<file path="src/hw/rls_pkg.sv">
// constants, types and shared decoding for the radio link settings bank
package rls_pkg;

  // ----------------------------------------------------------------------
  // frame bytes
  // ----------------------------------------------------------------------
  localparam logic [7:0] FRM_START     = 8'h02;
  localparam logic [7:0] CMD_WRITE     = 8'h09;
  localparam logic [7:0] CMD_READ      = 8'h0A;
  localparam logic [7:0] CNF_WRITE     = 8'h49;
  localparam logic [7:0] CNF_READ      = 8'h4A;
  localparam logic [7:0] STAT_OK       = 8'h00;
  localparam logic [7:0] STAT_FAIL     = 8'h01;
  localparam logic [7:0] READ_REQ_LEN  = 8'h02;
  localparam logic [7:0] SHORT_CNF_LEN = 8'h01;
  localparam logic [7:0] WRITE_MIN_LEN = 8'h02;
  localparam logic [7:0] BCAST_ID      = 8'hFF;

  // response frame positions
  localparam logic [7:0] POS_CMD       = 8'h01;
  localparam logic [7:0] POS_LEN       = 8'h02;
  localparam logic [7:0] POS_STAT      = 8'h03;
  localparam logic [7:0] POS_DATA      = 8'h04;

  // ----------------------------------------------------------------------
  // settings map
  // ----------------------------------------------------------------------
  localparam int         OFS_FIRST     = 1;
  localparam int         OFS_LAST      = 4;
  localparam logic [7:0] OFS_AIR_RATE  = 8'h01;
  localparam logic [7:0] OFS_GROUP     = 8'h02;
  localparam logic [7:0] OFS_NODE      = 8'h03;
  localparam logic [7:0] OFS_STRENGTH  = 8'h04;
  localparam int         BODY_BYTES    = 5;
  localparam logic [7:0] WRITE_MAX_LEN = 8'h05;

  // values after a cold start, indexed by offset
  localparam logic [7:0] RST_TABLE [OFS_FIRST:OFS_LAST] =
    '{8'h01, 8'hA9, 8'h00, 8'h0A};

  // air data rate in units of 100 bit/s, indexed by rate code
  localparam logic [9:0] RATE_TABLE [1:7] =
    '{10'h00F, 10'h01E, 10'h03C, 10'h078, 10'h0F0, 10'h1E0, 10'h2D0};
  localparam logic [7:0] RATE_CODE_MIN = 8'h01;
  localparam logic [7:0] RATE_CODE_MAX = 8'h07;

  // ----------------------------------------------------------------------
  // types
  // ----------------------------------------------------------------------
  typedef struct packed {
    logic [7:0] air_rate;
    logic [7:0] group;
    logic [7:0] node;
    logic [7:0] strength;
  } rls_settings_type;

  typedef struct packed {
    logic [7:0] lane;
    logic [7:0] group;
    logic [7:0] dest;
  } rls_pkt_hdr_type;

  typedef enum logic [3:0] {
    ST_IDLE   = 4'b0000,
    ST_CMD    = 4'b0001,
    ST_LEN    = 4'b0010,
    ST_BODY   = 4'b0011,
    ST_CHECK  = 4'b0100,
    ST_COMMIT = 4'b0101,
    ST_SEND   = 4'b0110,
    ST_FETCH  = 4'b0111
  } rls_state_type;

  // a span of settings lies wholly inside the map
  function automatic logic range_ok(input logic [7:0] ofs,
                                    input logic [7:0] cnt);
    logic [8:0] span_end;
    span_end = {1'b0, ofs} + {1'b0, cnt};
    return (cnt != 8'h00) && (ofs >= 8'(OFS_FIRST)) &&
           (ofs <= 8'(OFS_LAST)) && (span_end <= 9'(OFS_LAST + 1));
  endfunction

endpackage

</file>
<file path="src/hw/rls_store.sv">
// stored settings cells with a write port and a registered read port
module rls_store
  import rls_pkg::*;
(
  // clock and cold start
  input  wire logic             sys_clk,
  input  wire logic             por,
  // write port
  input  wire logic             wr_en,
  input  wire logic [7:0]       wr_ofs,
  input  wire logic [7:0]       wr_data,
  // read port
  input  wire logic [7:0]       rd_ofs,
  output logic      [7:0]       rd_data_reg,
  // whole content
  output rls_settings_type      stored
);

  logic [7:0] mem_reg [OFS_FIRST:OFS_LAST];

  // ----------------------------------------------------------------------
  // cells, kept across warm resets
  // ----------------------------------------------------------------------
  for (genvar i = OFS_FIRST; i <= OFS_LAST; i++) begin : g_cell
    always_ff @(posedge sys_clk) begin
      if (por) begin
        mem_reg[i] <= RST_TABLE[i];
      end else if (wr_en && wr_ofs == 8'(i)) begin
        mem_reg[i] <= wr_data;
      end
    end
  end

  // registered read, unmapped offsets read zero
  always_ff @(posedge sys_clk) begin
    if (por) begin
      rd_data_reg <= 8'h00;
    end else if (range_ok(rd_ofs, 8'h01)) begin
      rd_data_reg <= mem_reg[rd_ofs[2:0]];
    end else begin
      rd_data_reg <= 8'h00;
    end
  end

  // whole content for loading after reset
  assign stored.air_rate = mem_reg[OFS_AIR_RATE[2:0]];
  assign stored.group    = mem_reg[OFS_GROUP[2:0]];
  assign stored.node     = mem_reg[OFS_NODE[2:0]];
  assign stored.strength = mem_reg[OFS_STRENGTH[2:0]];
endmodule

</file>
<file path="src/hw/rls_filter.sv">
// packet address filter and sender stamp using the active settings
module rls_filter
  import rls_pkg::*;
(
  // clock and reset
  input  wire logic             sys_clk,
  input  wire logic             rst,
  // active settings and lane
  input  rls_settings_type      act,
  input  wire logic [7:0]       own_lane,
  // incoming packet header
  input  rls_pkt_hdr_type       hdr,
  input  wire logic             hdr_valid,
  // verdict and sender stamp
  output logic                  accept_reg,
  output logic                  reject_reg,
  output logic      [7:0]       src_id_reg
);

  logic peer_ok;
  logic addr_ok;

  // same group and lane, then own or broadcast destination
  always_comb begin
    peer_ok = (hdr.group == act.group) && (hdr.lane == own_lane);
    addr_ok = (hdr.dest == act.node) ||
              (hdr.dest == BCAST_ID);
  end

  // one-cycle verdict per header
  always_ff @(posedge sys_clk) begin
    if (rst) begin
      accept_reg <= 1'b0;
      reject_reg <= 1'b0;
    end else begin
      accept_reg <= hdr_valid && peer_ok && addr_ok;
      reject_reg <= hdr_valid && !(peer_ok && addr_ok);
    end
  end

  // sender field of every outgoing packet
  always_ff @(posedge sys_clk) begin
    if (rst) begin
      src_id_reg <= 8'h00;
    end else begin
      src_id_reg <= act.node;
    end
  end
endmodule

</file>
<file path="src/hw/rls_bank.sv">
// settings bank: command frame engine, active settings and packet filter
module rls_bank
  import rls_pkg::*;
(
  // clock and resets
  input  wire logic             sys_clk,
  input  wire logic             rst,
  input  wire logic             por,
  // command bytes from host
  input  wire logic [7:0]       rx_data,
  input  wire logic             rx_valid,
  output logic                  rx_ready_reg,
  // confirmation bytes to host
  output logic      [7:0]       tx_data_reg,
  output logic                  tx_valid_reg,
  input  wire logic             tx_ready,
  output logic                  cs_error_reg,
  // radio side
  input  wire logic [7:0]       own_lane,
  input  rls_pkt_hdr_type       pkt_hdr,
  input  wire logic             pkt_hdr_valid,
  output logic                  pkt_accept_reg,
  output logic                  pkt_reject_reg,
  output logic      [7:0]       pkt_src_id_reg,
  // active link parameters
  output logic      [7:0]       air_rate_code_reg,
  output logic      [9:0]       air_rate_x100_reg,
  output logic signed [7:0]     tx_strength_reg
);

  // ----------------------------------------------------------------------
  // declarations
  // ----------------------------------------------------------------------
  rls_state_type    state_reg;
  rls_state_type    state_next;
  rls_settings_type act_reg;
  rls_settings_type stored;
  logic [7:0]       body_reg [0:BODY_BYTES-1];
  logic [7:0]       cmd_reg;
  logic [7:0]       len_reg;
  logic [7:0]       pos_reg;
  logic [7:0]       rx_cs_reg;
  logic [7:0]       wr_idx_reg;
  logic [7:0]       tx_pos_reg;
  logic [7:0]       tx_cs_reg;
  logic [7:0]       resp_cmd_reg;
  logic [7:0]       resp_len_reg;
  logic [7:0]       resp_stat_reg;
  logic             load_pend_reg;
  logic             rx_take;
  logic             cs_match;
  logic             wr_ok;
  logic             rd_ok;
  logic             cmd_known;
  logic             tx_load;
  logic [7:0]       tx_byte;
  logic [7:0]       tx_last;
  logic [7:0]       rd_ofs;
  logic [7:0]       rd_data;
  logic             wr_en;
  logic [7:0]       wr_ofs;
  logic [7:0]       wr_data;

  // ----------------------------------------------------------------------
  // request decoding
  // ----------------------------------------------------------------------
  always_comb begin
    rx_take   = rx_valid && rx_ready_reg;
    cs_match  = (rx_data == rx_cs_reg);
    cmd_known = (cmd_reg == CMD_WRITE) || (cmd_reg == CMD_READ);
    wr_ok     = (cmd_reg == CMD_WRITE) && (len_reg >= WRITE_MIN_LEN) &&
                (len_reg <= WRITE_MAX_LEN) &&
                range_ok(body_reg[0], len_reg - 8'h01);
    rd_ok     = (cmd_reg == CMD_READ) && (len_reg == READ_REQ_LEN) &&
                range_ok(body_reg[0], body_reg[1]);
  end

  // next state of the frame engine
  always_comb begin
    state_next = state_reg;
    case (state_reg)
      ST_IDLE: begin
        if (rx_take && rx_data == FRM_START) begin
          state_next = ST_CMD;
        end
      end
      ST_CMD: begin
        if (rx_take) begin
          state_next = ST_LEN;
        end
      end
      ST_LEN: begin
        if (rx_take) begin
          state_next = (rx_data == 8'h00) ? ST_CHECK : ST_BODY;
        end
      end
      ST_BODY: begin
        if (rx_take && pos_reg + 8'h01 == len_reg) begin
          state_next = ST_CHECK;
        end
      end
      ST_CHECK: begin
        if (rx_take) begin
          if (!cs_match || !cmd_known) begin
            state_next = ST_IDLE;
          end else begin
            state_next = wr_ok ? ST_COMMIT : ST_SEND;
          end
        end
      end
      ST_COMMIT: begin
        if (wr_idx_reg + 8'h02 >= len_reg) begin
          state_next = ST_SEND;
        end
      end
      ST_SEND: begin
        if (tx_load) begin
          if (tx_pos_reg == tx_last) begin
            state_next = ST_IDLE;
          end else if (tx_pos_reg >= POS_STAT) begin
            state_next = ST_FETCH;
          end
        end
      end
      ST_FETCH: state_next = ST_SEND;
      default:  state_next = ST_IDLE;
    endcase
  end

  // state and host-side ready
  always_ff @(posedge sys_clk) begin
    if (rst) begin
      state_reg    <= ST_IDLE;
      rx_ready_reg <= 1'b0;
    end else begin
      state_reg    <= state_next;
      rx_ready_reg <= (state_next != ST_COMMIT) &&
                      (state_next != ST_SEND) &&
                      (state_next != ST_FETCH) && !load_pend_reg;
    end
  end

  // ----------------------------------------------------------------------
  // frame capture
  // ----------------------------------------------------------------------
  always_ff @(posedge sys_clk) begin
    if (rst) begin
      cmd_reg   <= 8'h00;
      len_reg   <= 8'h00;
      pos_reg   <= 8'h00;
      rx_cs_reg <= 8'h00;
    end else if (rx_take) begin
      rx_cs_reg <= (state_reg == ST_IDLE) ? rx_data :
                   rx_cs_reg ^ rx_data;
      if (state_reg == ST_CMD) begin
        cmd_reg <= rx_data;
      end
      if (state_reg == ST_LEN) begin
        len_reg <= rx_data;
        pos_reg <= 8'h00;
      end
      if (state_reg == ST_BODY) begin
        pos_reg <= pos_reg + 8'h01;
      end
    end
  end

  // body bytes beyond the buffer are consumed but not kept
  for (genvar i = 0; i < BODY_BYTES; i++) begin : g_body
    always_ff @(posedge sys_clk) begin
      if (rst) begin
        body_reg[i] <= 8'h00;
      end else if (rx_take && state_reg == ST_BODY && pos_reg == 8'(i)) begin
        body_reg[i] <= rx_data;
      end
    end
  end

  // checksum failure drops the frame unconfirmed and pulses cs_error_reg
  always_ff @(posedge sys_clk) begin
    if (rst) begin
      cs_error_reg <= 1'b0;
    end else begin
      cs_error_reg <= rx_take && state_reg == ST_CHECK && !cs_match;
    end
  end

  // confirmation header chosen when the check byte is taken
  always_ff @(posedge sys_clk) begin
    if (rst) begin
      resp_cmd_reg  <= 8'h00;
      resp_len_reg  <= 8'h00;
      resp_stat_reg <= 8'h00;
    end else if (rx_take && state_reg == ST_CHECK) begin
      if (cmd_reg == CMD_WRITE) begin
        resp_cmd_reg  <= CNF_WRITE;
        resp_len_reg  <= SHORT_CNF_LEN;
        resp_stat_reg <= wr_ok ? STAT_OK : STAT_FAIL;
      end else if (rd_ok) begin
        resp_cmd_reg  <= CNF_READ;
        resp_len_reg  <= body_reg[1] + 8'h01;
        resp_stat_reg <= body_reg[0];
      end else begin
        resp_cmd_reg  <= CNF_READ;
        resp_len_reg  <= SHORT_CNF_LEN;
        resp_stat_reg <= STAT_FAIL;
      end
    end
  end

  // ----------------------------------------------------------------------
  // store access
  // ----------------------------------------------------------------------
  always_comb begin
    wr_en   = (state_reg == ST_COMMIT);
    wr_ofs  = body_reg[0] + wr_idx_reg;
    wr_data = body_reg[3'(wr_idx_reg) + 3'h1];
    rd_ofs  = body_reg[0] + tx_pos_reg - POS_DATA;
  end

  // one parameter byte written per cycle
  always_ff @(posedge sys_clk) begin
    if (rst || state_reg != ST_COMMIT) begin
      wr_idx_reg <= 8'h00;
    end else begin
      wr_idx_reg <= wr_idx_reg + 8'h01;
    end
  end

  rls_store u_store (
    .sys_clk     (sys_clk),
    .por         (por),
    .wr_en       (wr_en),
    .wr_ofs      (wr_ofs),
    .wr_data     (wr_data),
    .rd_ofs      (rd_ofs),
    .rd_data_reg (rd_data),
    .stored      (stored)
  );

  // ----------------------------------------------------------------------
  // confirmation sender
  // ----------------------------------------------------------------------
  always_comb begin
    tx_load = (state_reg == ST_SEND) && (!tx_valid_reg || tx_ready);
    tx_last = resp_len_reg + POS_STAT;
    case (tx_pos_reg)
      8'h00:    tx_byte = FRM_START;
      POS_CMD:  tx_byte = resp_cmd_reg;
      POS_LEN:  tx_byte = resp_len_reg;
      POS_STAT: tx_byte = resp_stat_reg;
      default:  tx_byte = (tx_pos_reg == tx_last) ? tx_cs_reg : rd_data;
    endcase
  end

  // output byte holds until the host takes it
  always_ff @(posedge sys_clk) begin
    if (rst) begin
      tx_data_reg  <= 8'h00;
      tx_valid_reg <= 1'b0;
      tx_pos_reg   <= 8'h00;
      tx_cs_reg    <= 8'h00;
    end else if (tx_load) begin
      tx_data_reg  <= tx_byte;
      tx_valid_reg <= 1'b1;
      tx_pos_reg   <= (tx_pos_reg == tx_last) ? 8'h00 : tx_pos_reg + 8'h01;
      tx_cs_reg    <= (tx_pos_reg == 8'h00) ? tx_byte :
                      tx_cs_reg ^ tx_byte;
    end else if (tx_ready) begin
      tx_valid_reg <= 1'b0;
    end
  end

  // ----------------------------------------------------------------------
  // active settings, taken from the store once after each reset
  // ----------------------------------------------------------------------
  always_ff @(posedge sys_clk) begin
    if (rst) begin
      load_pend_reg <= 1'b1;
      act_reg       <= '{RST_TABLE[1], RST_TABLE[2], RST_TABLE[3],
                         RST_TABLE[4]};
    end else if (load_pend_reg) begin
      load_pend_reg <= 1'b0;
      act_reg       <= stored;
    end
  end

  // link parameter outputs
  always_ff @(posedge sys_clk) begin
    if (rst) begin
      air_rate_code_reg <= 8'h00;
      air_rate_x100_reg <= 10'h000;
      tx_strength_reg   <= 8'sh00;
    end else begin
      air_rate_code_reg <= act_reg.air_rate;
      tx_strength_reg   <= signed'(act_reg.strength);
      if (act_reg.air_rate >= RATE_CODE_MIN &&
          act_reg.air_rate <= RATE_CODE_MAX) begin
        air_rate_x100_reg <= RATE_TABLE[act_reg.air_rate[2:0]];
      end else begin
        air_rate_x100_reg <= 10'h000;
      end
    end
  end

  rls_filter u_filter (
    .sys_clk    (sys_clk),
    .rst        (rst),
    .act        (act_reg),
    .own_lane   (own_lane),
    .hdr        (pkt_hdr),
    .hdr_valid  (pkt_hdr_valid),
    .accept_reg (pkt_accept_reg),
    .reject_reg (pkt_reject_reg),
    .src_id_reg (pkt_src_id_reg)
  );
endmodule

</file>
<file path="config.mk">
export PLATFORM = sky130hd
export DESIGN_NAME = rls_bank
export DESIGN_NICKNAME = d
export VERILOG_FILES = /design/src/hw/rls_pkg.sv /design/src/hw/rls_store.sv /design/src/hw/rls_filter.sv /design/src/hw/rls_bank.sv
export SDC_FILE = /design/constraint.sdc
export NUM_CORES = 1
export LEC_CHECK = 0
export BUFFER_PORTS_ARGS = -buffer_cell sky130_fd_sc_hd__buf_2
export CORE_MARGIN = 2
export CORE_UTILIZATION = 54
export DETAILED_ROUTE_END_ITERATION = 16
export PLACE_DENSITY = 0.71
export SLEW_MARGIN = 20
export SYNTH_ARGS = -nofsm -noshare
export SYNTH_HDL_FRONTEND = slang
export SYNTH_SLANG_ARGS = --single-unit
</file>
<file path="constraint.sdc">
create_clock -name sys_clk -period 4.3 [get_ports sys_clk]
set_input_delay 0.645 -clock sys_clk [delete_from_list [all_inputs] [get_ports sys_clk]]
set_output_delay 0.645 -clock sys_clk [all_outputs]
set_load 0.05 [all_outputs]
</file>
### Yosys cells after proc, flatten, opt, wreduce, memory -nomap -nowiden

Memories as Yosys holds them, arrays and structs flattened. A register that Yosys moved wholly into a read port is not among the register bits.
Index checks and enable logic that the tools add are counted.
Widths: inputs -> output; s select.

* add/sub/neg operators: 14
* $lt $le $gt $ge: 13
* equality and inequality tests: 33
* muxes and demuxes: 68
* bitwise operators: 14
* reduce and logical (&&, ||, !) cells: 61

Operator list (count)
* $mux 8: 19
* $eq 8x2->1 const B: 8
* $eq 8x8->1: 6
* $logic_and 1x1->1: 38
* $mux 4: 9
* $mux 1: 34
* $add 8x1->8 const B: 4
* $le 8x3->1 const B: 4
* $pmux 4 s8: 1
* $pmux 8 s4: 1
* $le 9x3->1 const B: 3
* $eq 8x1->1 const B: 3
* $ge 8x1->1 const B: 3
* $logic_not 8->1: 3
* $add 8x8->9: 2
* $add 8x2->8 const B: 2
* $add 8x8->8: 2
* $eq 4x3->1 const B: 4
* $eq 8x3->1 const B: 2
* $eq 8x4->1 const B: 2
* $ge 8x2->1 const B: 2
* $ne 4x3->1 const B: 4
* $reduce_bool 8->1: 2
* $xor 8x8->8: 2
* other kinds (19): 43

* flip-flop bits (word level): 122
* bits in writable memories: 72
* memory bits (read-only): 80
* input bits: 46
* output and inout bits: 47
* word-level logic and storage cells: 227
* memories: 3

Memory list
* (name not given): words 8, width 10, read ports 1, clocked after Yosys merged registers in 1, wr ports 0, RTL line rls_bank.sv:299 `air_rate_x100_reg <= RATE_TABLE[act_reg.air_rate[2:0]];`
* body_reg: words 5, width 8, read ports 3, clocked after Yosys merged registers in 0, wr ports 5, RTL line rls_bank.sv:38 `logic [7:0] body_reg [0:BODY_BYTES-1];`
* u_store.mem_reg: words 4, width 8, read ports 5, clocked after Yosys merged registers in 5, wr ports 4, RTL line rls_store.sv:19 `logic [7:0] mem_reg [OFS_FIRST:OFS_LAST];`

### Longest topological paths before layout

Gate-level depths: netlist (run 1).

* depth in word-level cells: 14
* mapped depth: 14
* depth with buffers taken out: 13

### Hierarchy

Synthesis (run 1) repeated with hierarchy kept, for this count alone.

* cell total of the unflattened synthesis: 1295
* area total of the unflattened synthesis: 12617.1 um^2

By module, submodules not included
* rls_bank: instances 1, cells each 1092, area each 10184.8 um^2, sequential area each 4184.0 um^2
* rls_store: instances 1, cells each 147, area each 1885.6 um^2, sequential area each 1121.1 um^2
* rls_filter: instances 1, cells each 56, area each 546.8 um^2, sequential area each 200.2 um^2

### Worst setup path after synthesis (run 1)

OpenSTA, ideal clock, no wires.

* path type: reg-to-reg
* start point: mem body_reg[0][1]
* end point: mem u_store.mem_reg[1][0] (enable)
* setup time: 0.375 ns
* arrival time: 2.672 ns
* data required time: 3.925 ns
* setup slack: 1.253 ns
* stages on the path, launching flop included: 9
* buffers on the path: 0
* period minus slack after synthesis: 3.047 ns
* path through: edfxtp_1 -> ha_1 -> a21o_1 -> a21oi_1 -> o21bai_1 -> a21oi_1 -> mux2i_1 -> nand4b_1 -> o21bai_1

RTL lines (RTL line)
* start, declared: rls_bank.sv:38
* end, declared: rls_store.sv:19

==> results.md, run 1 <==
* Status: completed
* Max reg flops at 40
* Total congestion overflow at 0
* Crit share post-route at 0.817
* Arr. time, crit path at 3.68 ns
* Via count of the routed design at 9574
* Syn Inst Count at 1322
* Slew Viols, Final at 0
* First DRT Iteration DRCs at 571
* Final hold vios at 0
* Root buf cell: clkbuf_16
* Layout cell share with drive strength beyond 1 at 0.129
* Syn Std Cell Area at 12700 um2
* Post-synth EDFFs at 72
* Synth Area in Adders at 0.0696
* Area after DPL at 13300 um2
* Synth cell types at 72
* Multi-input gate area at 6630 um2
* Worst hold path type: primary input to flip-flop
* Die area at 24700 um2
* Slowest CP cell: o21bai_1
* PwrDens at 356 nW/um2
* IO buf count at 92
* Final Wtd Congestion at 0.918
* Initial antenna violation count at 0
* Synth Area per Inst at 9.58 um2
* H-tree Lvls at 1
* FILL cells at 1960
* CTS clock-pin slew for the worst setup and hold paths at 0.06 ns
* Setup TNS at 0 ns
* First-pass GRT wire length at 46.9 mm
* Setup WS pre-CTS at 0.778 ns
* Drt pass-1 iters at 5
* Final nets at 1494
* Setup CP Type: flip-flop to flip-flop
* Post-Route WL at 29.1 mm
* Worst setup EP type: flip-flop
* Int Power at 3.91 mW
* Register area at 5510 um2
* Xor/xnor share of the synthesized area at 0.0759
* CTS tree: built
* Combinational Power Share at 0.063
* Compound-Gate Fraction of Synth Area at 0.0927
* Largest family of logic cells by synthesized area: simple AND/OR/NAND/NOR gates
* DRC Markers at 0
* RSZ-0062 raised after global routing: no
* Ant diodes at 0
* YS warnings at 0
* Max VDD drop at 0.320 mV
* Final Util at 0.611
* WL per Instance at 17.0 um
* Clock tree sinks at 239
* Hpwl dp at 21.1 mm
* NetSw at 1.15 mW
* Largest net degree at the start of global routing at 68
* # resized after CTS at 0
* Share of the yosys chip area belonging to registers at 0.435
* Site Rows at 56
* Seq pwr share at 0.479
* Async set or reset register ratio after synthesis at 0
* Fraction of synthesized area in multiplexers at 0.0742
* Post-CTS setup buffers at 0
* GRT Overall Usage at 0.237
* CP bufs+invs at 0
* Worst-case clock buffer depth at 3
* Least-Margin Pin Slew at 0.885 ns
* Die W at 157 um
* Initial Util at 0.544
* Max cap viols at 0
* Critical-path cell list: ha_1 > a21o_1 > a21oi_1 > o21bai_1 > a21oi_1 > mux2i_1 > nand4b_1 > o21bai_1
* Area growth syn-to-layout at 12.3%
* Crit-path max cell delay at 0.69 ns
* CP required at 4.46 ns
* Rel. slew slack at 0.408
* Antenna-violating nets left at 0
* # IOs at 93
* Vias in the first global route at 9127
* Worst path top cell family by delay: compound AO/OA/AOI/OAI gates
* Final setup viols at 0
* CTS Hold Buffers Added at 0
* Main synth FF type: dfxtp_1
* Later-pin clock latency in the skew report at 0.54 ns
* Clock buffer count from CTS at 25
* CP max FO at 10
* #FFs+latches synth at 239
* Die Y at 157 um
* CP startpoint kind: flip-flop
* Sw Ratio at 0.227
* Syn nets at 1436
* Synth Area in Simple Gates at 0.211
* Leakage at 5.95 nW
* Fin crit period at 3.51 ns
* Clock power frac at 0.458
* Vias/cell at 5.58
* Clock skew at 0.0136 ns
* Peak Freq at 0.285 GHz
* Final worst slack at 0.786 ns
* CORE AREA at 23300 um2
* Cell area after layout at 14200 um2
-- cell usage in the layout, fill, tap and decap left out, types with 32 or more instances in the layout --
cell type,Yosys,routed
xnor2_1,52,52
ha_1,64,64
nand3_1,47,47
a21oi_1,55,55
dfxtp_1,167,166
inv_1,62,62
nor2b_1,42,42
nand2_1,72,72
edfxtp_1,72,72
and3_1,32,32
mux2i_1,68,68
buf_2,4,91
xor2_1,55,55
nor2_1,158,158
-- area by class of cell --
| type | count | area share |
|---|---|---|
| Timing Repair Buffer | 103 | 0.0384 |
| Multi-Input combinational cell | 949 | 0.466 |
| Tap cell | 319 | 0.0281 |
| Clock inverter | 11 | 0.0126 |
| Clock buffer | 34 | 0.0507 |
| Sequential cell | 239 | 0.387 |
| Inverter | 62 | 0.0164 |
-- final timing paths --
kind | startpoint | endpoint | slack [ns] | depth (start not counted)
setup / recovery | body_reg[0][1] | u_store.mem_reg[1][5] | 0.79 | 8
hold reg to reg | act_reg[7] | tx_strength_reg[7] | 0.47 | 1
setup reg to reg | body_reg[0][1] | u_store.mem_reg[1][5] | 0.79 | 8
hold / removal | pkt_hdr_valid | u_filter.reject_reg | 0.39 | 2
-- cell families (layout without fill, tap and decap cells) --
family,Yosys count,after routing
AOI/OAI and AO/OA,173,173
xor gates and xnor gates,108,108
adders and majority gates,68,68
buffers and inverters,134,210
DFF,239,239
muxes,83,83
other,1,1
and+or+nand+nor,516,516
-- synth_stat cells, types with 5 or more instances --
| cell type | count | area share |
|---|---|---|
| a31oi_1 | 16 | 0.0079 |
| mux4_2 | 8 | 0.014 |
| inv_1 | 62 | 0.018 |
| nor3_1 | 27 | 0.011 |
| mux2_2 | 7 | 0.0062 |
| o21bai_1 | 7 | 0.0042 |
| and3_1 | 32 | 0.016 |
| nor2b_1 | 42 | 0.021 |
| ha_1 | 64 | 0.063 |
| nor2_1 | 158 | 0.047 |
| or3_1 | 10 | 0.0049 |
| clkbuf_1 | 60 | 0.018 |
| or4_1 | 9 | 0.0053 |
| nor4b_1 | 5 | 0.0035 |
| nor3b_1 | 6 | 0.0036 |
| a211o_1 | 9 | 0.0062 |
| a21oi_1 | 55 | 0.022 |
| nand4b_1 | 11 | 0.0076 |
| nand3_1 | 47 | 0.019 |
| nor4_1 | 15 | 0.0074 |
| or2_2 | 6 | 0.0030 |
| nand4_1 | 17 | 0.0084 |
| o21ai_0 | 20 | 0.0079 |
| xnor2_1 | 52 | 0.036 |
| buf_1 | 6 | 0.0018 |
| edfxtp_1 | 72 | 0.17 |
| and2_1 | 27 | 0.013 |
| a22o_1 | 6 | 0.0042 |
| dfxtp_1 | 167 | 0.26 |
| a21o_1 | 19 | 0.011 |
| nand2b_1 | 10 | 0.0049 |
| xor2_1 | 55 | 0.038 |
| nand3b_1 | 6 | 0.0036 |
| nand2_1 | 72 | 0.021 |
| mux2i_1 | 68 | 0.054 |
-- worst reg2reg max path, delay by kind of cell, from the launching register on --
family                   cells  cell delay (ns)
flip-flops                   1             0.57
AND/OR/NAND/NOR              1             0.38
AO/OA/AOI/OAI                5             1.38
multiplexers                 1             0.46
adder cells (fa/ha/maj)      1             0.35
-- power groups by stage --
stage	registers (mW)	clock network (mW)	logic, mW
after floorplan	2.49	0	0.193
after global placement	2.47	0	0.314
after detailed placement	2.47	0	0.319
after CTS	2.42	2.36	0.321
after global routing	2.42	2.45	0.351
final	2.42	2.32	0.319
-- through the flow --
step	hold WS (ns)	instances	power [mW]
2_1_floorplan	0.429	1322	2.68
3_3_place_gp	0.442	1672	2.78
3_5_place_dp	0.457	1672	2.79
4_1_cts	0.369	1717	5.10
5_1_grt	0.375	1717	5.22
6_report	0.393	1717	5.06
-- per-layer routing --
| metal | routed length [um] | vias to the layer above | global-route usage |
|---|---|---|---|
| li1 | - | 4751 | - |
| met1 | 13000 | 4462 | 0.310 |
| met2 | 13500 | 286 | 0.400 |
| met3 | 1510 | 75 | 0.0344 |
| met4 | 1100 | 0 | 0.0879 |
| met5 | 0 | - | 0 |
(Power assumes the default switching activity.)
==> run 2, diff against run 1 <==
--- a/config.mk
+++ b/config.mk
@@ -5,6 +5,7 @@
 export SDC_FILE = /design/constraint.sdc
 export NUM_CORES = 1
 export LEC_CHECK = 0
+export ABC_AREA = 1
 export BUFFER_PORTS_ARGS = -buffer_cell sky130_fd_sc_hd__buf_2
 export CORE_MARGIN = 2
 export CORE_UTILIZATION = 54
==> constraint.sdc (replaced) <==
create_clock -name sys_clk -period 3.7 [get_ports sys_clk]
set_input_delay 0.555 -clock sys_clk [delete_from_list [all_inputs] [get_ports sys_clk]]
set_output_delay 0.555 -clock sys_clk [all_outputs]
set_load 0.05 [all_outputs]
==> results.md, run 2 <==
* Status: completed
* Yosys top cell by area: dfxtp_1
* Peak Freq at 0.329 GHz
* Area growth syn-to-layout at 12.8%
* Async set or reset register ratio after synthesis at 0
* Most frequent cell after synthesis: nand2_1
* Post-synth EDFFs at 72
* Max reg flops at 40
* Via count of the routed design at 11100
* Post-CTS setup buffers at 0
* Hold Slack at 0.271 ns
* CP startpoint kind: flip-flop
* Fin crit period at 3.04 ns
* Clock buffer count from CTS at 25
* Most frequent cells in the layout: nand2_1, nor2_1, inv_1, dfxtp_1, a21oi_1
* Initial Util at 0.545
* Slew Viols, Final at 0
* Final nets at 1845
* Most common cell after layout, fill and taps aside: nand2_1
* Crit share post-route at 0.820
* Initial antenna violation count at 0
* First-pass GRT wire length at 51.7 mm
* Most used cell, CP: ha_1
* First DRT Iteration DRCs at 775
* Share of the yosys chip area belonging to registers at 0.433
* Antenna-violating nets left at 0
* Largest net degree at the start of global routing at 57
* Syn Std Cell Area at 12700 um2
* Max cap viols at 0
* Post-Layout Cell Count at 2068
* Multi-input gate area at 6260 um2
* CP required at 4.15 ns
* # IOs at 93
* Die area at 24800 um2
* Area contributors post-synth: dfxtp_1, edfxtp_1, nand2_1
* Slowest CP cell: edfxtp_1
* Synth Area per Inst at 7.74 um2
* YS warnings at 0
* Worst-case clock buffer depth at 3
* Clock tree sinks at 239
* Syn Inst Count at 1643
* Drt pass-1 iters at 6
* Ant diodes at 0
* Least-Margin Pin Slew at 0.918 ns
* Hpwl dp at 25.0 mm
* Die W at 158 um
* Worst path top cell family by delay: adder cells
* Syn nets at 1757
* CP bufs+invs at 1
* #FFs+latches synth at 239
* Max VDD drop at 0.398 mV
* Final hold vios at 0
* Site Rows at 56
* Worst setup EP type: flip-flop
* CTS tree: built
* FILL cells at 2096
* Critical-path cell list: ha_1 > ha_1 > clkinv_1 > ha_1 > nand2_1 > nand2_1 > a311oi_1 > o211a_1 > nand4_1 > nor2_1
* Vias in the first global route at 10200
* CTS clock-pin slew for the worst setup and hold paths at 0.07 ns
* Setup TNS at 0 ns
* # resized after CTS at 0
* CORE AREA at 23300 um2
* PwrDens at 407 nW/um2
* Clock skew at 0.00871 ns
* Vias/cell at 5.35
* IO buf count at 92
* Post-Route WL at 32.5 mm
* Synth cell types at 57
* RSZ-0062 raised after global routing: no
* Later-pin clock latency in the skew report at 0.52 ns
* Arr. time, crit path at 3.48 ns
* Rel. slew slack at 0.384
* Final Wtd Congestion at 0.900
* Worst hold path type: primary input to flip-flop
* Register area at 5510 um2
* Crit-path max cell delay at 0.55 ns
* Root buf cell: clkbuf_16
* Synth top area share at 0.263
* Final setup viols at 0
* Layout cell share with drive strength beyond 1 at 0.116
* Leakage at 6.16 nW
* CP max FO at 11
* DRC Markers at 0
* GRT Overall Usage at 0.263
* WL per Instance at 15.7 um
* Post-synth top cells: nand2_1, nor2_1, inv_1
* Setup CP Type: flip-flop to flip-flop
* Total congestion overflow at 0
* Die Y at 158 um
* H-tree Lvls at 1
* DP Cell Count at 2023
* Main synth FF type: dfxtp_1
* CTS Hold Buffers Added at 0
run 2: cell count changes in the layout (fill, tap and decap cells not counted), moves of 64 or more:
| cell | change |
|---|---|
| nand2_1 | +233 |
| inv_1 | +128 |
| o21ai_0 | +101 |
| a21oi_1 | +78 |
| mux2i_1 | -68 |
| nor2_1 | +64 |
run 2: cell type report:
type                    instances  share of cell area
repair buffers                105              0.0389
flip-flops and latches        239               0.384
clock inverters                15              0.0121
multi-input cells            1156               0.436
well taps                     319              0.0278
inverters                     204              0.0533
clock buffers                  30              0.0485
run 2: stage by stage:
stage	area (um2)	utilization	setup slack, ns	total power [mW]
finish	14400	0.615	0.664	5.84
detailed placement	13500	0.578	0.672	3.28
CTS	14400	0.615	0.660	5.88
floorplan	12700	-	0.996	3.14
global placement	13500	0.578	0.785	3.27
global route	14400	0.615	0.333	6.02
run 2: final timing paths:
path | depth (start not counted) | to | slack, ns | start
worst max-delay path | 10 | u_store.rd_data_reg[6] | 0.66 | body_reg[0][1]
worst min-delay path | 3 | u_filter.reject_reg | 0.27 | pkt_hdr_valid
worst min register to register | 2 | tx_strength_reg[7] | 0.43 | act_reg[7]
worst max register to register | 10 | u_store.rd_data_reg[6] | 0.66 | body_reg[0][1]
run 2: metal layers:
| layer | routed length (um) | vias to the layer above | track usage | part of all wire |
|---|---|---|---|---|
| met5 | 0 | - | 0 | 0 |
| met4 | 1080 | 0 | 0.0952 | 0.033 |
| met3 | 1970 | 76 | 0.0350 | 0.061 |
| met2 | 15300 | 356 | 0.441 | 0.47 |
| met1 | 14200 | 5020 | 0.348 | 0.44 |
| li1 | - | 5609 | - | - |
run 2: power by group:
| group | internal (mW) | switching, mW | leakage, nW |
|---|---|---|---|
| sequential | 2.76 | 0.0458 | 2.07 |
| clock | 1.56 | 1.06 | 0.427 |
| combinational | 0.129 | 0.289 | 3.66 |
| total | 4.45 | 1.39 | 6.16 |
run 2: cells by family after synthesis:
logic type | after synthesis | synth area share
AND/OR/NAND/NOR | 734 | 0.258
AO/OA/AOI/OAI | 300 | 0.127
buffers and inverters | 248 | 0.0756
flip-flops | 239 | 0.433
adder cells (fa/ha/maj) | 68 | 0.0692
XOR/XNOR | 53 | 0.0365
other | 1 | 0.000295
run 2: tightest hold or removal path: cells and delay by family:
family        cells  cell delay (ns)
buf+inv           1             0.10
simple gates      2             0.09
==> run 3, diff against run 2 <==
--- a/config.mk
+++ b/config.mk
@@ -5,7 +5,7 @@
 export SDC_FILE = /design/constraint.sdc
 export NUM_CORES = 1
 export LEC_CHECK = 0
-export ABC_AREA = 1
+export ABC_AREA = 0
 export BUFFER_PORTS_ARGS = -buffer_cell sky130_fd_sc_hd__buf_2
 export CORE_MARGIN = 2
 export CORE_UTILIZATION = 54
==> constraint.sdc (replaced) <==
create_clock -name sys_clk -period 3 [get_ports sys_clk]
set_input_delay 0.45 -clock sys_clk [delete_from_list [all_inputs] [get_ports sys_clk]]
set_output_delay 0.45 -clock sys_clk [all_outputs]
set_load 0.05 [all_outputs]
==> results.md, run 3 (synthesis gave the netlist of run 1 again) <==
* Worst hold path type: primary input to flip-flop
* Worst-case clock buffer depth at 3
* First DRT Iteration DRCs at 699
* CTS clock-pin slew for the worst setup and hold paths at 0.06 ns
* GRT Overall Usage at 0.243
* FILL cells at 1990
* Multi-input gate area at 6750 um2
* Arr. time, crit path at 3.39 ns
* # IOs at 93
* CORE AREA at 23300 um2
* Initial Util at 0.544
* CP required at 3.43 ns
* CTS tree: built
* Final hold vios at 0
* Slew Viols, Final at 0
* RSZ-0062 raised after global routing: yes
* Post-Route WL at 29.8 mm
* DRC Markers at 0
* Die W at 157 um
* Initial antenna violation count at 0
* Fin crit period at 2.97 ns
* CP startpoint kind: flip-flop
* Final setup viols at 0
* Crit share post-route at 0.989
* Status: completed
* Clock tree sinks at 239
* PwrDens at 469 nW/um2
* Layout cell share with drive strength beyond 1 at 0.166
* Register area at 5510 um2
* Total congestion overflow at 0
* WL per Instance at 16.9 um
* Rel. slew slack at 0.445
* Clock buffer count from CTS at 25
* Vias in the first global route at 9277
* Worst setup EP type: flip-flop
* Most common cell after layout, fill and taps aside: dfxtp_1
* H-tree Lvls at 1
* Antenna-violating nets left at 0
* Max cap viols at 0
* Peak Freq at 0.337 GHz
* Clock skew at 0.0109 ns
* Post-Layout Cell Count at 1767
* Leakage at 6.18 nW
* Via count of the routed design at 9794
* Largest net degree at the start of global routing at 55
* Final nets at 1545
* Final worst slack at 0.0317 ns
* Die area at 24700 um2
* Cell area after layout at 14600 um2
* Root buf cell: clkbuf_16
* Site Rows at 56
* Ant diodes at 0
* Final Wtd Congestion at 0.924
* CTS Hold Buffers Added at 0
* Hold path cells at 2
* Setup WS pre-CTS at -0.0188 ns
* DP Cell Count at 1721
* Vias/cell at 5.54
* Least-Margin Pin Slew at 0.824 ns
* Die Y at 157 um
* Area after DPL at 13700 um2
* First-pass GRT wire length at 47.9 mm
* Most frequent cells in the layout: dfxtp_1, nor2_1, buf_2, nand2_1, edfxtp_1
* Hpwl dp at 22.2 mm
* Drt pass-1 iters at 5
* Cells on worst reg2reg path at 12
* Setup CP Type: flip-flop to flip-flop
* Area growth syn-to-layout at 15.2%
* IO buf count at 92
* CP max FO at 4
* Later-pin clock latency in the skew report at 0.54 ns
* Setup TNS at 0 ns
* Max reg flops at 40
* Max VDD drop at 0.442 mV
* Final Util at 0.627
## run 3: final cells by class
| class | instances | area share |
|---|---|---|
| clock buffers | 32 | 0.0447 |
| clock inverters | 12 | 0.00670 |
| inverters | 62 | 0.0160 |
| multi-input cells | 949 | 0.463 |
| flip-flops and latches | 239 | 0.378 |
| well taps | 319 | 0.0274 |
| repair buffers | 154 | 0.0645 |
## run 3: worst max-delay path: stages (launching register included)
cell	delay [ns]
dfxtp_1	0.31
or4_4	0.56
nor2_4	0.14
xnor2_2	0.13
ha_1	0.27
buf_4	0.16
and3b_1	0.19
o21ai_0	0.12
a211oi_2	0.26
o2111ai_2	0.18
a221oi_4	0.25
nor2b_1	0.08
o21ba_2	0.20
## run 3: path summary, 6_finish.rpt
| check | slack (ns) | start | endpoint |
|---|---|---|---|
| setup / recovery | 0.03 | len_reg[3] | state_reg[1] |
| hold / removal | 0.19 | pkt_hdr_valid | u_filter.accept_reg |
| setup reg to reg | 0.03 | len_reg[3] | state_reg[1] |
| hold reg to reg | 0.45 | tx_data_reg[1] | tx_data_reg[1] |
## run 3: power by group
| group | total [mW] | leakage [nW] | internal [mW] | switching (mW) |
|---|---|---|---|---|
| sequential | 3.46 | 2.07 | 3.40 | 0.0631 |
| combinational | 0.487 | 3.75 | 0.184 | 0.303 |
| clock | 2.89 | 0.366 | 1.62 | 1.26 |
| total | 6.84 | 6.18 | 5.21 | 1.63 |
## run 3: per-layer routing
layer,vias to the layer above,part of all wire,GRT usage
met3,51,0.049,0.0322
met2,279,0.48,0.414
met5,-,0,0
li1,4864,-,-
met1,4600,0.44,0.322
met4,0,0.029,0.0788
## run 3: timing repair
action | CTS | global route
pin swaps | 2 | 6
setup endpoints to repair | 1 | 31
cloned | 0 | 0
resized for setup | 0 | 19
setup buffers | 1 | 1
## run 3: stage by stage
| step | hold WS (ns) | power, mW |
|---|---|---|
| finish | 0.192 | 6.84 |
| global route | 0.177 | 7.07 |
| CTS | 0.168 | 6.89 |
| detailed placement | 0.445 | 4.01 |
| global placement | 0.440 | 4.00 |
| floorplan | 0.429 | 3.85 |
